**src/sbseq_consts.svh**
```systemverilog
// Timing constants for the sensor start-up and brownout sequencer.
// Assumes a 200 MHz core clock; counts derive from times in ns.
`ifndef SBSEQ_CONSTS_SVH
`define SBSEQ_CONSTS_SVH

`define SBSEQ_CLK_PERIOD_NS 5
`define SBSEQ_SETTLE_NS 26000
`define SBSEQ_LOOP_EN_NS 80000
`define SBSEQ_BROWNOUT_NS 20000
// Least times round up to whole cycles
`define SBSEQ_SETTLE_CYC ((`SBSEQ_SETTLE_NS + `SBSEQ_CLK_PERIOD_NS - 1) / `SBSEQ_CLK_PERIOD_NS)
`define SBSEQ_LOOP_EN_CYC ((`SBSEQ_LOOP_EN_NS + `SBSEQ_CLK_PERIOD_NS - 1) / `SBSEQ_CLK_PERIOD_NS)
`define SBSEQ_BROWNOUT_CYC ((`SBSEQ_BROWNOUT_NS + `SBSEQ_CLK_PERIOD_NS - 1) / `SBSEQ_CLK_PERIOD_NS)
`define SBSEQ_CNT_W 15

`endif

```
**src/sbseq_pkg.sv**
```systemverilog
// Types shared by the sequencer modules.
// Assumes nothing of its surroundings.
package sbseq_pkg;
  typedef enum logic [2:0] {
    SBSEQ_RESET,
    SBSEQ_SETTLE,
    SBSEQ_SENSOR_UP,
    SBSEQ_SEARCH,
    SBSEQ_DEGAUSS,
    SBSEQ_WAIT_LOOP,
    SBSEQ_RUN
  } sbseq_state_t;
endpackage

```
**src/sbseq_top.sv**
```systemverilog
// Power-on and brownout sequencer of a closed-loop fluxgate current sensor.
// Assumes supply comparator outputs and the degauss pin are asynchronous,
// and search and degauss engines answer with done levels on i_clk.
`timescale 1ns/1ps
`include "sbseq_consts.svh"
module sbseq_top #(
  parameter int SETTLE_CYC = `SBSEQ_SETTLE_CYC,
  parameter int LOOP_EN_CYC = `SBSEQ_LOOP_EN_CYC,
  parameter int BROWNOUT_CYC = `SBSEQ_BROWNOUT_CYC
) (
  input wire logic i_clk,
  input wire logic i_sys_rst,
  input wire logic i_supply_above_hi,
  input wire logic i_supply_above_lo,
  input wire logic i_core_degauss_request,
  input wire logic i_sensor_saturated,
  input wire logic i_search_done,
  input wire logic i_degauss_done,
  input wire logic i_loop_coil_pos,
  input wire logic i_loop_coil_neg,
  input wire logic i_loop_error,
  output logic o_sensor_enable,
  output logic o_search_start,
  output logic o_degauss_start,
  output logic o_loop_enable,
  output logic o_coil_drive_pos,
  output logic o_coil_drive_neg,
  output logic o_fault_flag_n_out,
  output logic o_fault_flag_n_oe,
  output logic o_por
);
  // ****************************************************************
  // Input synchronisation
  // ****************************************************************
  logic above_hi;
  logic above_lo;
  logic degauss_req;

  sbseq_sync #(.RST_VAL(1'b0)) u_sync_hi (
    .i_clk(i_clk),
    .i_sys_rst(i_sys_rst),
    .i_async(i_supply_above_hi),
    .o_sync(above_hi)
  );
  sbseq_sync #(.RST_VAL(1'b0)) u_sync_lo (
    .i_clk(i_clk),
    .i_sys_rst(i_sys_rst),
    .i_async(i_supply_above_lo),
    .o_sync(above_lo)
  );
  sbseq_sync #(.RST_VAL(1'b0)) u_sync_dg (
    .i_clk(i_clk),
    .i_sys_rst(i_sys_rst),
    .i_async(i_core_degauss_request),
    .o_sync(degauss_req)
  );

  // ****************************************************************
  // Brownout detection
  // ****************************************************************
  logic por;

  sbseq_brownout #(.BROWNOUT_CYC(BROWNOUT_CYC)) u_brownout (
    .i_clk(i_clk),
    .i_sys_rst(i_sys_rst),
    .i_above_hi(above_hi),
    .i_above_lo(above_lo),
    .o_por(por)
  );

  // ****************************************************************
  // Sequencer
  // ****************************************************************
  sbseq_pkg::sbseq_state_t state;
  sbseq_pkg::sbseq_state_t next_state;
  logic [`SBSEQ_CNT_W-1:0] since_on;
  logic [`SBSEQ_CNT_W-1:0] next_since_on;
  logic degauss_seen;
  logic next_degauss_seen;
  logic settle_done;
  logic loop_time;
  logic in_startup;
  logic degauss_wanted;

  // One timer from power-on detection serves both settle and loop times
  assign settle_done = (since_on >= SETTLE_CYC[`SBSEQ_CNT_W-1:0]);
  assign loop_time = (since_on >= LOOP_EN_CYC[`SBSEQ_CNT_W-1:0]);
  assign next_since_on = (state == sbseq_pkg::SBSEQ_RESET) ? '0 :
    (loop_time ? since_on : since_on + 1'b1);
  // Request is latched so a short high level anywhere in start-up counts
  assign next_degauss_seen = (state == sbseq_pkg::SBSEQ_RESET) ? 1'b0 :
    (degauss_seen || (in_startup && degauss_req));
  assign in_startup = (state != sbseq_pkg::SBSEQ_RESET) && (state != sbseq_pkg::SBSEQ_RUN);
  // A request seen now or earlier in start-up both divert to degauss
  assign degauss_wanted = degauss_seen || degauss_req;

  always_comb begin
    next_state = state;
    unique case (state)
      sbseq_pkg::SBSEQ_RESET: begin
        if (above_hi) begin
          next_state = sbseq_pkg::SBSEQ_SETTLE;
        end
      end
      sbseq_pkg::SBSEQ_SETTLE: begin
        if (settle_done) begin
          next_state = sbseq_pkg::SBSEQ_SENSOR_UP;
        end
      end
      sbseq_pkg::SBSEQ_SENSOR_UP: begin
        if (i_sensor_saturated) begin
          next_state = sbseq_pkg::SBSEQ_SEARCH;
        end else if (degauss_wanted) begin
          next_state = sbseq_pkg::SBSEQ_DEGAUSS;
        end else begin
          next_state = sbseq_pkg::SBSEQ_WAIT_LOOP;
        end
      end
      sbseq_pkg::SBSEQ_SEARCH: begin
        if (i_search_done) begin
          next_state = degauss_wanted ?
            sbseq_pkg::SBSEQ_DEGAUSS : sbseq_pkg::SBSEQ_WAIT_LOOP;
        end
      end
      sbseq_pkg::SBSEQ_DEGAUSS: begin
        if (i_degauss_done) begin
          next_state = sbseq_pkg::SBSEQ_RUN;
        end
      end
      sbseq_pkg::SBSEQ_WAIT_LOOP: begin
        if (degauss_wanted) begin
          next_state = sbseq_pkg::SBSEQ_DEGAUSS;
        end else if (loop_time) begin
          next_state = sbseq_pkg::SBSEQ_RUN;
        end
      end
      // Only a power-on reset or i_sys_rst leaves the running state
      sbseq_pkg::SBSEQ_RUN: begin
        next_state = sbseq_pkg::SBSEQ_RUN;
      end
      default: begin
        next_state = sbseq_pkg::SBSEQ_RESET;
      end
    endcase
  end

  always_ff @(posedge i_clk or posedge i_sys_rst) begin
    if (i_sys_rst) begin
      state <= sbseq_pkg::SBSEQ_RESET;
      since_on <= '0;
      degauss_seen <= 1'b0;
    end else if (por) begin
      state <= sbseq_pkg::SBSEQ_RESET;
      since_on <= '0;
      degauss_seen <= 1'b0;
    end else begin
      state <= next_state;
      since_on <= next_since_on;
      degauss_seen <= next_degauss_seen;
    end
  end

  // ****************************************************************
  // Outputs
  // ****************************************************************
  logic run;
  logic next_sensor_enable;
  logic next_fault_n;

  assign run = (state == sbseq_pkg::SBSEQ_RUN);
  assign next_sensor_enable = (state != sbseq_pkg::SBSEQ_RESET) &&
    (state != sbseq_pkg::SBSEQ_SETTLE);
  assign next_fault_n = run && !i_loop_error;
  // Start strobes are handshake outputs, high while the engine must run
  assign o_search_start = (state == sbseq_pkg::SBSEQ_SEARCH);
  assign o_degauss_start = (state == sbseq_pkg::SBSEQ_DEGAUSS);
  assign o_por = por;

  always_ff @(posedge i_clk or posedge i_sys_rst) begin
    if (i_sys_rst) begin
      o_sensor_enable <= 1'b0;
      o_loop_enable <= 1'b0;
      o_coil_drive_pos <= 1'b0;
      o_coil_drive_neg <= 1'b0;
      o_fault_flag_n_oe <= 1'b0;
    end else begin
      o_sensor_enable <= next_sensor_enable;
      o_loop_enable <= run;
      o_coil_drive_pos <= run && i_loop_coil_pos;
      o_coil_drive_neg <= run && i_loop_coil_neg;
      // Open drain: enable low means pulling the flag low
      o_fault_flag_n_oe <= next_fault_n;
    end
  end

  // Pin only ever drives low; release is by the enable
  assign o_fault_flag_n_out = 1'b0;
endmodule

```
**src/sbseq_sync.sv**
```systemverilog
// Two-flop synchroniser for one asynchronous level.
// Assumes the input may change at any time relative to i_clk.
`timescale 1ns/1ps
module sbseq_sync #(
  parameter logic RST_VAL = 1'b0
) (
  input wire logic i_clk,
  input wire logic i_sys_rst,
  input wire logic i_async,
  output logic o_sync
);
  logic stage1;

  always_ff @(posedge i_clk or posedge i_sys_rst) begin
    if (i_sys_rst) begin
      stage1 <= RST_VAL;
      o_sync <= RST_VAL;
    end else begin
      stage1 <= i_async;
      o_sync <= stage1;
    end
  end
endmodule

```
**src/sbseq_brownout.sv**
```systemverilog
// Brownout filter: turns synchronised supply comparator levels into a
// power-on reset request. Assumes inputs are already synchronised.
`timescale 1ns/1ps
`include "sbseq_consts.svh"
module sbseq_brownout #(
  parameter int BROWNOUT_CYC = `SBSEQ_BROWNOUT_CYC
) (
  input wire logic i_clk,
  input wire logic i_sys_rst,
  input wire logic i_above_hi,
  input wire logic i_above_lo,
  output logic o_por
);
  logic [`SBSEQ_CNT_W-1:0] low_cnt;
  logic [`SBSEQ_CNT_W-1:0] next_low_cnt;
  logic filt_expired;

  assign filt_expired = (low_cnt >= BROWNOUT_CYC[`SBSEQ_CNT_W-1:0]);
  assign next_low_cnt = i_above_hi ? '0 :
    (filt_expired ? low_cnt : low_cnt + 1'b1);
  // Deep drop bypasses the filter; a long shallow dip trips it
  assign o_por = !i_above_lo || (!i_above_hi && filt_expired);

  always_ff @(posedge i_clk or posedge i_sys_rst) begin
    if (i_sys_rst) begin
      low_cnt <= '0;
    end else begin
      low_cnt <= next_low_cnt;
    end
  end
endmodule

```
**config.mk**
```make
export PLATFORM = sky130hd
export DESIGN_NAME = sbseq_top
export DESIGN_NICKNAME = d
export VERILOG_FILES = /design/src/sbseq_pkg.sv /design/src/sbseq_top.sv /design/src/sbseq_sync.sv /design/src/sbseq_brownout.sv
export VERILOG_INCLUDE_DIRS = /design/src
export SDC_FILE = /design/constraint.sdc
export NUM_CORES = 1
export LEC_CHECK = 0
export BUFFER_PORTS_ARGS = -buffer_cell sky130_fd_sc_hd__buf_2
export CORE_MARGIN = 8
export CORE_UTILIZATION = 50
export DETAILED_ROUTE_END_ITERATION = 8
export PLACE_DENSITY = 0.8
export SETUP_SLACK_MARGIN = 0.5
export SLEW_MARGIN = 15
export SYNTH_ARGS = -nofsm -noshare
export SYNTH_HDL_FRONTEND = slang
export SYNTH_SLANG_ARGS = --single-unit
```
**constraint.sdc**
```tcl
create_clock -name i_clk -period 3.7 [get_ports i_clk]
set_clock_uncertainty 0.2 [all_clocks]
set_input_delay 0.185 -clock i_clk [delete_from_list [all_inputs] [get_ports i_clk]]
set_output_delay 0.185 -clock i_clk [all_outputs]
set_load 0.02 [all_outputs]
```
### Yosys cells after proc, flatten, opt, wreduce, memory -nomap -nowiden

Cells that the tools add are included.

| cells by class | value |
|---|---|
| div/mod/pow operators | 0 |
| reduce and logical (&&, ||, !) cells | 16 |
| $mul | 0 |
| add/subtract/negate cells | 2 |
| bitwise operators | 0 |
| order comparisons | 3 |
| shift operators | 0 |
| muxes and demuxes | 17 |
| eq/ne operators | 15 |

Operators by type and width:

| operator | number |
|---|---|
| two-way mux 15 bit | 5 |
| adder 15 x 1 -> 15 bit (second input constant) | 2 |
| two-way mux 3 bit | 8 |
| one-hot mux 3 bit (7 select lines) | 1 |
| >= comparator 15 x 12 -> 1 bit (second input constant) | 1 |
| >= comparator 15 x 13 -> 1 bit (second input constant) | 1 |
| >= comparator 15 x 14 -> 1 bit (second input constant) | 1 |
| != test 3 x 2 -> 1 bit (second input constant) | 4 |
| equality test 3 bit (second input constant) | 3 |
| logical AND 1 bit | 7 |
| equality test 3 x 2 -> 1 bit (second input constant) | 2 |
| != test 3 bit (second input constant) | 2 |
| AND reduction 5 bit | 1 |
| != test 4 bit (second input constant) | 1 |
| equality test 3 x 1 -> 1 bit (second input constant) | 1 |
| logical NOT 1 bit | 3 |
| logical NOT 3 bit | 1 |
| logical OR 1 bit | 3 |
| two-way mux 1 bit | 3 |
| != test 3 x 1 -> 1 bit (second input constant) | 1 |
| nonzero test 3 bit | 1 |
| != test 2 bit (second input constant) | 1 |

| word-level totals | value |
|---|---|
| bits in writable memories | 0 |
| logic and storage cells | 68 |
| memories kept | 0 |
| bits in latches | 0 |
| ROM bits | 0 |
| input port bits | 11 |
| register bits after elaboration | 45 |

### Logic depth before layout (Yosys ltp)

Gate-level depths: netlist of the first run.

| logic depth | value |
|---|---|
| depth after elaboration | 6 |
| gate-level depth with buffers | 6 |
| depth with buffers taken out | 6 |

### Modules after synthesis

From an unflattened synthesis of the first run, not the netlist that was laid out.

| unflattened totals | value |
|---|---|
| cell total of the unflattened synthesis | 220 |
| area total of the unflattened synthesis | 2254.7 µm² |

Modules (own cells, without submodules):

| module | instances | cells each | seq. area each (µm²) | area each (µm²) |
|---|---|---|---|---|
| sbseq_top | 1 | 134 | 600.6 | 1296.2 |
| sbseq_brownout | 1 | 77 | 375.4 | 797.0 |
| sbseq_sync | 3 | 3 | 50.0 | 53.8 |

### Worst setup path after synthesis of the first run

OpenSTA, ideal clock, no wires.

| timing path | value |
|---|---|
| kind | register to register |
| from | reg state[0] |
| to | reg state[0] |
| clock period less this slack | 1.806 ns |
| stages on the path, launching flop included | 6 |
| slack | 1.894 ns |
| library setup time | 0.079 ns |
| arrival time | 1.527 ns |
| cell sequence | dfrtp_1 > nor3b_1 > a211o_1 > a21oi_1 > o21ai_1 > mux2i_1 |

| on the way | value |
|---|---|
| longest elaborated chain between the ends | 3 |

Ends and longest elaborated chain:

| item | line | source |
|---|---|---|
| start: declaration | sbseq_top.sv:74 | `sbseq_pkg::sbseq_state_t state;` |
| start signal: assignment | sbseq_top.sv:149 | `state <= sbseq_pkg::SBSEQ_RESET;` |
| start signal: assignment | sbseq_top.sv:153 | `state <= sbseq_pkg::SBSEQ_RESET;` |
| start signal: assignment | sbseq_top.sv:157 | `state <= next_state;` |
| equality test 3 bit * | n/a |  |
| via o_degauss_start | sbseq_top.sv:24 | `output logic o_degauss_start,` |
| one-hot mux 3 bit (7 select lines) or != test 3 x 2 -> 1 bit (tied branches) | n/a |  |
| two-way mux 3 bit or AND reduction 5 bit (tied branches) | n/a |  |

Mark *: on every way through the listed nets, which the timed path passes. The rest lies on a longest branch.
A chain may end at the register's enable or synchronous reset.

### Worst setup path in the final report of the first run

| timing path | value |
|---|---|
| from | reg u_brownout.low_cnt[13] |
| to | out o_por |

| on the way | value |
|---|---|
| longest elaborated chain between the ends | 3 |

Ends and longest elaborated chain:

| item | line | source |
|---|---|---|
| start: declaration | sbseq_brownout.sv:14 | `` logic [`SBSEQ_CNT_W-1:0] low_cnt; `` |
| start signal: assignment | sbseq_brownout.sv:28 | `low_cnt <= next_low_cnt;` |
| >= comparator 15 x 12 -> 1 bit | sbseq_brownout.sv:18 | `` assign filt_expired = (low_cnt >= BROWNOUT_CYC[`SBSEQ_CNT_W-1:0]); `` |
| logical AND 1 bit | sbseq_brownout.sv:22 | `assign o_por = !i_above_lo \|\| (!i_above_hi && filt_expired);` |
| logical OR 1 bit | sbseq_brownout.sv:22 |  |
| end: declaration | sbseq_top.sv:30 | `output logic o_por` |

Every way passes these cells.

==> metrics.csv, run 1 <==
stage,metric,value,unit
timing,rsz0062_at_grt,no,
detailed_routing,firstDrtPassIters,4,
min_path,hold_class,reg2reg,
timing,slew_headroom,41.16,%
timing,layout_setup_ws,1.677,ns
timing,tightest_slew,0.8813,ns
yosys,syn_area_per_cell,9.933,um2
yosys,ys.flop_type,dfrtp_1,
placed_design,dp_slack,1.724,ns
detailed_routing,routed_via_density,5.331,
yosys,synthesis.area,2116,um2
grt,grt_pass1_vias,1521,
worst_setup_path,critical_path.top_delay_family,flip-flops,
die,die_x,81.05,um
pwr,p_leak,1.114,nW
worst_setup_path,crit_chain,nor3_2 -> o21a_4 -> o21a_4 -> inv_2 -> buf_2,
worst_setup_path,end_kind,output pin,
worst_setup_path,cp.depth,5,
timing,setup_viol,0,
cts,clock_latency,0.31,ns
worst_setup_path,crit_path_max_incr_delay,0.40,ns
die,die_area,6569,um2
pwr,irDropWorstVdd,0.0001844,V
worst_setup_path,path_buf_inv,2,
yosys,synth.most_common_cell,dfrtp_1,
yosys,synth-async-reset-ratio,100.0,%
worst_setup_path,worstSetupPathType,reg2out,
worst_setup_path,crit_slowest_cell,dfrtp_1,
yosys,yosysTopAreaCell,dfrtp_1,
cells_and_area,multi_input_area,912.1,um2
timing,hold_viol,0,
yosys,synth.top_cells.by_area,"dfrtp_1 53%, nor2_1 6.0%, xor2_1 5.4%",
cells_and_area,fillers,341,
cts,cts_buffer_depth,2,
worst_setup_path,r2r-start,state[0]$_DFFE_PP0P_,
detailed_routing,wl_per_cell,13.56,um
die,core.rowCount,23,
detailed_routing,num_vias,1546,
min_path,hold_path.startpoint,u_sync_hi.stage1$_DFF_PP0_,
yosys,synth_top_cell_area_share,53.22,%
die,coreArea,4029,um2
yosys,synth_nets,228,
min_path,hold_depth,0,
detailed_routing,ant_nets,0,
timing,drv_slew,0,
yosys,yosysWarnings,0,
worst_setup_path,cp_max_fo,7,
cts,cts_buffers,5,
grt,antenna_found_initial,0,
yosys,seq_area_frac_synth,53.22,%
cts,cts_resized,0,
placed_design,place_area,2232,um2
placed_design,gp_congestion,0.8483,
cells_and_area,area_growth,14.19,%
timing,setup_tns,0,ns
cts,cts_tree,built,
timing,post-route-period-util,54.67,%
die,dieHeight,81.05,um
outcome,status,finished clean,
yosys,synth.distinct_cells,42,
placed_design,dp.final_hpwl,2.667,mm
cts,h-tree-depth,2,
cts,cts_setup_buffers,0,
timing,period_needed,2.023,ns
cells_and_area,drive_gt1_share,14.17,%
cells_and_area,nets,254,
worst_setup_path,critPathLaunchType,register,
die,start_util,52.52,%
grt,track_usage,13.33,%
cts,clk_pin_slew_worst_paths,0.09,ns
grt,gr-total-overflow,0,
cts,clock_sinks,45,
worst_setup_path,crit_path_frequent_cell,o21a_4,
detailed_routing,drc,0,
yosys,ys_seq_elements,45,
yosys,synthCells,213,
worst_setup_path,reg2reg_depth,5,
pwr,powerDensity,430.5,nW/um2
grt,grt_max_degree,46,
cells_and_area,fin_area,2416,um2
cts,cts-root-buf,clkbuf_8,
worst_setup_path,cp.required,3.31,ns
detailed_routing,drt-initial-drc-count,97,
grt,grt_pass1_wl,6.775,mm
cells_and_area,antenna_cells,0,
die,io_pins,20,
timing,fmaxAchievable,494.4,MHz
worst_setup_path,cp-startpoint,u_brownout.low_cnt[13]$_DFFE_PP0N_,
yosys,synthTopCellsByCount,"45 x dfrtp_1, 34 x nor2_1, 16 x nand2_1",
run,drv.max_cap_violation_count,0,
detailed_routing,wirelength,3.933,mm
timing,hold_slack,0.1680,ns
cells_and_area,seq_area,1126,um2
worst_setup_path,reg2reg_slack,1.71,ns
worst_setup_path,arrival,1.64,ns
yosys,synth_edf_count,0,
placed_design,portBuffers,18,
[worst paths after layout]
kind                                               to
min in group asynchronous     since_on[1]$_DFFE_PP0P_
setup / recovery                                o_por
setup reg to reg                 state[0]$_DFFE_PP0P_
hold reg to reg            u_sync_hi.o_sync$_DFF_PP0_
hold / removal             u_sync_hi.o_sync$_DFF_PP0_
max in group asynchronous     since_on[3]$_DFFE_PP0P_
[metrics by stage]
| step | std cells | power [mW] | utilization [%] |
|---|---|---|---|
| floorplan | 213 | 0.6896 | - |
| global placement | 273 | 0.7231 | 55.40 |
| detailed placement | 273 | 0.7305 | 55.40 |
| CTS | 290 | 1.050 | 59.97 |
| global route | 290 | 1.103 | 59.97 |
| finish | 290 | 1.040 | 59.97 |
[power breakdown]
group	leakage [nW]	internal (mW)	switching, mW
logic	0.460	0.0705	0.0927
clock network	0.0447	0.136	0.177
registers	0.609	0.519	0.0452
total	1.11	0.726	0.314
[worst register-to-register path: stages, from the launching register on]
cell      delay [ns]
dfrtp_1         0.59
nor4bb_1        0.53
a211o_1         0.18
a21oi_1         0.05
o21ai_1         0.17
mux2i_1         0.20
[cells by family after synthesis]
group	count (synthesis)	synth area share [%]
buffers and inverters	19	3.667
DFF	45	53.22
xor gates and xnor gates	20	8.279
AOI/OAI and AO/OA	27	8.811
other	1	0.1772
and+or+nand+nor	96	23.00
adders and majority gates	4	2.366
muxes	1	0.4731
[per-layer routing]
| layer | wire length (um) | global-route usage, % |
|---|---|---|
| met1 | 1817 | 15.77 |
| met2 | 1842 | 21.09 |
| met3 | 167 | 4.415 |
| met4 | 105 | 7.143 |
| met5 | 0 | 0 |
[cell type report]
cell class / instances / area share [%]
clock buffer: 5 / 2.848
sequential: 45 / 46.61
timing repair buffer: 27 / 7.457
inverter: 11 / 1.709
clock inverter: 3 / 1.036
multi-input combinational: 149 / 37.75
tap: 50 / 2.589
[flip-flops by register name, indices dropped and copies added, names as in the netlist]
name                cells
degauss_seen            1
o_coil_drive_neg        1
o_coil_drive_pos        1
o_fault_flag_n_oe       1
o_loop_enable           1
o_sensor_enable         1
since_on               15
state                   3
u_brownout.low_cnt     15
u_sync_dg.o_sync        1
u_sync_dg.stage1        1
u_sync_hi.o_sync        1
u_sync_hi.stage1        1
u_sync_lo.o_sync        1
u_sync_lo.stage1        1
[cells in the final DEF, fill, tap and decap left out, types with 6 or more instances in the layout]
cell type / Yosys / layout
a21oi_1: 9 / 9
inv_1: 10 / 9
dfrtp_1: 45 / 45
xor2_1: 13 / 13
xnor2_1: 7 / 7
buf_2: 2 / 18
nand2_1: 16 / 16
nor2_1: 34 / 34
and3_1: 6 / 6
nand3_1: 7 / 7
dlygate4sd3_1: 0 / 9
[timing repair]
item	in CTS	in global routing
hold buffers	9	0
hold endpoints to repair	53	0
endpoints found under the setup margin	0	0
(Power assumes the default switching activity.)
==> run 2: changes to the inputs <==
==> constraint.sdc (replaced) <==
create_clock -name i_clk -period 2 [get_ports i_clk]
set_clock_uncertainty 0.2 [all_clocks]
set_input_delay 0.1 -clock i_clk [delete_from_list [all_inputs] [get_ports i_clk]]
set_output_delay 0.1 -clock i_clk [all_outputs]
set_load 0.02 [all_outputs]
==> metrics.csv, run 2 (synthesis results as in run 1) <==
stage,metric,value,unit,change
outcome,status,"complete, but fails checks",,
outcome,violations,hold timing,,
worst_setup_path,worstSetupPathType,reg2reg,,
timing,rsz0062_at_grt,yes,,
timing,hold_slack,-0.08694,ns,-0.2549 ns
placed_design,gp_congestion,0.8315,,-2.0%
detailed_routing,firstDrtPassIters,4,,unchanged
cts,cts-root-buf,clkbuf_8,,
cells_and_area,largest_registers,"since_on: 15 flops, u_brownout.low_cnt: 15 flops, state: 3 flops",,
detailed_routing,wirelength,6.012,mm,+53%
pwr,irDropWorstVdd,0.0006786,V,+270%
detailed_routing,num_vias,1891,,+22%
pwr,powerDensity,721.0,nW/um2,+67%
die,start_util,52.52,%,unchanged
cells_and_area,final_common_cell,dfrtp_1,,
timing,post-route-period-util,91.47,%,
grt,grt_pass1_vias,1915,,+26%
cts,cts_buffers,5,,unchanged
cells_and_area,antenna_cells,0,,unchanged
min_path,hold_depth,4,,+4
cts,cts_tree,built,,
cells_and_area,nets,299,,+18%
run,drv.max_cap_violation_count,0,,unchanged
timing,drv_slew,0,,unchanged
worst_setup_path,cp.required,2.01,ns,-1.30 ns
die,die_x,81.05,um,unchanged
timing,setup_tns,0,ns,unchanged
worst_setup_path,arrival,1.84,ns,+0.20 ns
die,io_pins,20,,unchanged
timing,tightest_slew,0.5528,ns,-0.3285 ns
worst_setup_path,end_kind,register,,
cells_and_area,area_growth,46.54,%,
detailed_routing,routed_via_density,5.645,,+5.9%
grt,grt_max_degree,46,,unchanged
detailed_routing,drc,0,,unchanged
timing,slew_headroom,63.14,%,+22 points
cts,postCtsHoldBufs,8,,-1
timing,layout_setup_ws,0.1707,ns,-1.507 ns
die,coreArea,4029,um2,unchanged
detailed_routing,wl_per_cell,17.95,um,+32%
die,dieHeight,81.05,um,unchanged
timing,fmaxAchievable,546.6,MHz,
placed_design,portBuffers,18,,unchanged
grt,gr-total-overflow,0,,unchanged
cells_and_area,fillers,224,,-34%
cts,clock_sinks,45,,unchanged
placed_design,dp.final_hpwl,2.809,mm,+5.3%
die,core.rowCount,23,,unchanged
placed_design,dp_slack,0.2268,ns,-1.497 ns
die,die_area,6569,um2,unchanged
cts,h-tree-depth,2,,unchanged
timing,hold_viol,1,,+1
cts,clock_latency,0.30,ns,about the same
grt,track_usage,17.28,%,+4.0 points
worst_setup_path,cp_max_fo,3,,-4
grt,grt_pass1_wl,8.832,mm,+30%
pwr,total_power,2.236,mW,+110%
cells_and_area,drive_gt1_share,43.86,%,+30 points
timing,setup_viol,0,,unchanged
cells_and_area,final_cell_mix,"42 x dfrtp_1, 33 x buf_4, 23 x nor2_1, 15 x buf_2, 14 x buf_6",,
detailed_routing,ant_nets,0,,unchanged
grt,antenna_found_initial,0,,unchanged
cts,clk_pin_slew_worst_paths,0.09,ns,about the same
timing,period_needed,1.829,ns,
min_path,hold_class,in2reg,,
worst_setup_path,critPathLaunchType,register,,
worst_setup_path,reg2reg_depth,6,,+1
detailed_routing,drt-initial-drc-count,150,,+55%
pwr,p_leak,1.375,nW,+23%
cts,cts_buffer_depth,2,,unchanged
[run 2: cell types whose count changed in the layout (fill, tap and decap cells not counted), moves of 4 or more]
cell | before | now
nor2_1 | 34 | 23
nand2_1 | 16 | 11
buf_6 | 0 | 14
a21oi_2 | 1 | 5
nand2_2 | 0 | 4
a21oi_1 | 9 | 5
buf_4 | 0 | 33
nor2_4 | 0 | 9
[run 2: final cells by class]
type	instances	area, um2	area share (%)
multi-input cells	150	1200	38.70
flip-flops and latches	45	1130	36.44
inverters	11	43.79	1.412
well taps	50	62.56	2.018
repair buffers	71	580.6	18.72
clock inverters	1	7.507	0.2421
clock buffers	7	76.32	2.462
[run 2: final timing paths]
check	from	endpoint	slack (ns)
worst max-delay path	u_brownout.low_cnt[5]$_DFFE_PP0N_	state[0]$_DFFE_PP0P_	0.17
worst max register to register	u_brownout.low_cnt[5]$_DFFE_PP0N_	state[0]$_DFFE_PP0P_	0.17
worst min-delay path	i_search_done	state[1]$_DFFE_PP0P_	-0.09
min in group asynchronous	i_sys_rst	o_coil_drive_pos$_DFF_PP0_	0.27
worst min register to register	u_sync_dg.stage1$_DFF_PP0_	u_sync_dg.o_sync$_DFF_PP0_	0.15
max in group asynchronous	i_sys_rst	since_on[8]$_DFFE_PP0P_	0.92
[run 2: worst max-delay path, stage by stage (launching register included)]
cell,delay [ns]
dfrtp_1,0.42
o211ai_2,0.29
o21a_4,0.18
o21a_4,0.15
inv_4,0.04
or3_1,0.29
mux2i_1,0.18
[run 2: what timing repair did]
action,in CTS,in global routing
hold endpoints to repair,53,1
endpoints found under the setup margin,29,36
gates cloned,2,0
buffers inserted,31,7
gates resized for setup,27,52
pin swaps,9,32
[run 2: report_power, final]
part,leakage [nW],switching (mW),internal [mW]
Combinational,0.732,0.349,0.310
Sequential,0.605,0.0558,0.964
Clock,0.0385,0.309,0.248
Total,1.37,0.715,1.52
[run 2: metrics by stage]
| step | instances | cell area [um2] | util, % |
|---|---|---|---|
| 3_3_place_gp | 279 | 2326 | 57.73 |
| 6_report | 335 | 3100 | 76.96 |
| 5_1_grt | 335 | 3100 | 76.96 |
| 2_1_floorplan | 213 | 2197 | - |
| 3_5_place_dp | 279 | 2326 | 57.73 |
| 4_1_cts | 328 | 2829 | 70.22 |
[run 2: per-layer routing]
metal | up-vias | routed length (um) | GRT usage, %
li1 | 852 | - | -
met1 | 937 | 2181 | 17.51
met2 | 73 | 3259 | 31.60
met3 | 29 | 267 | 4.636
met4 | 0 | 304 | 9.286
met5 | - | 0 | 0
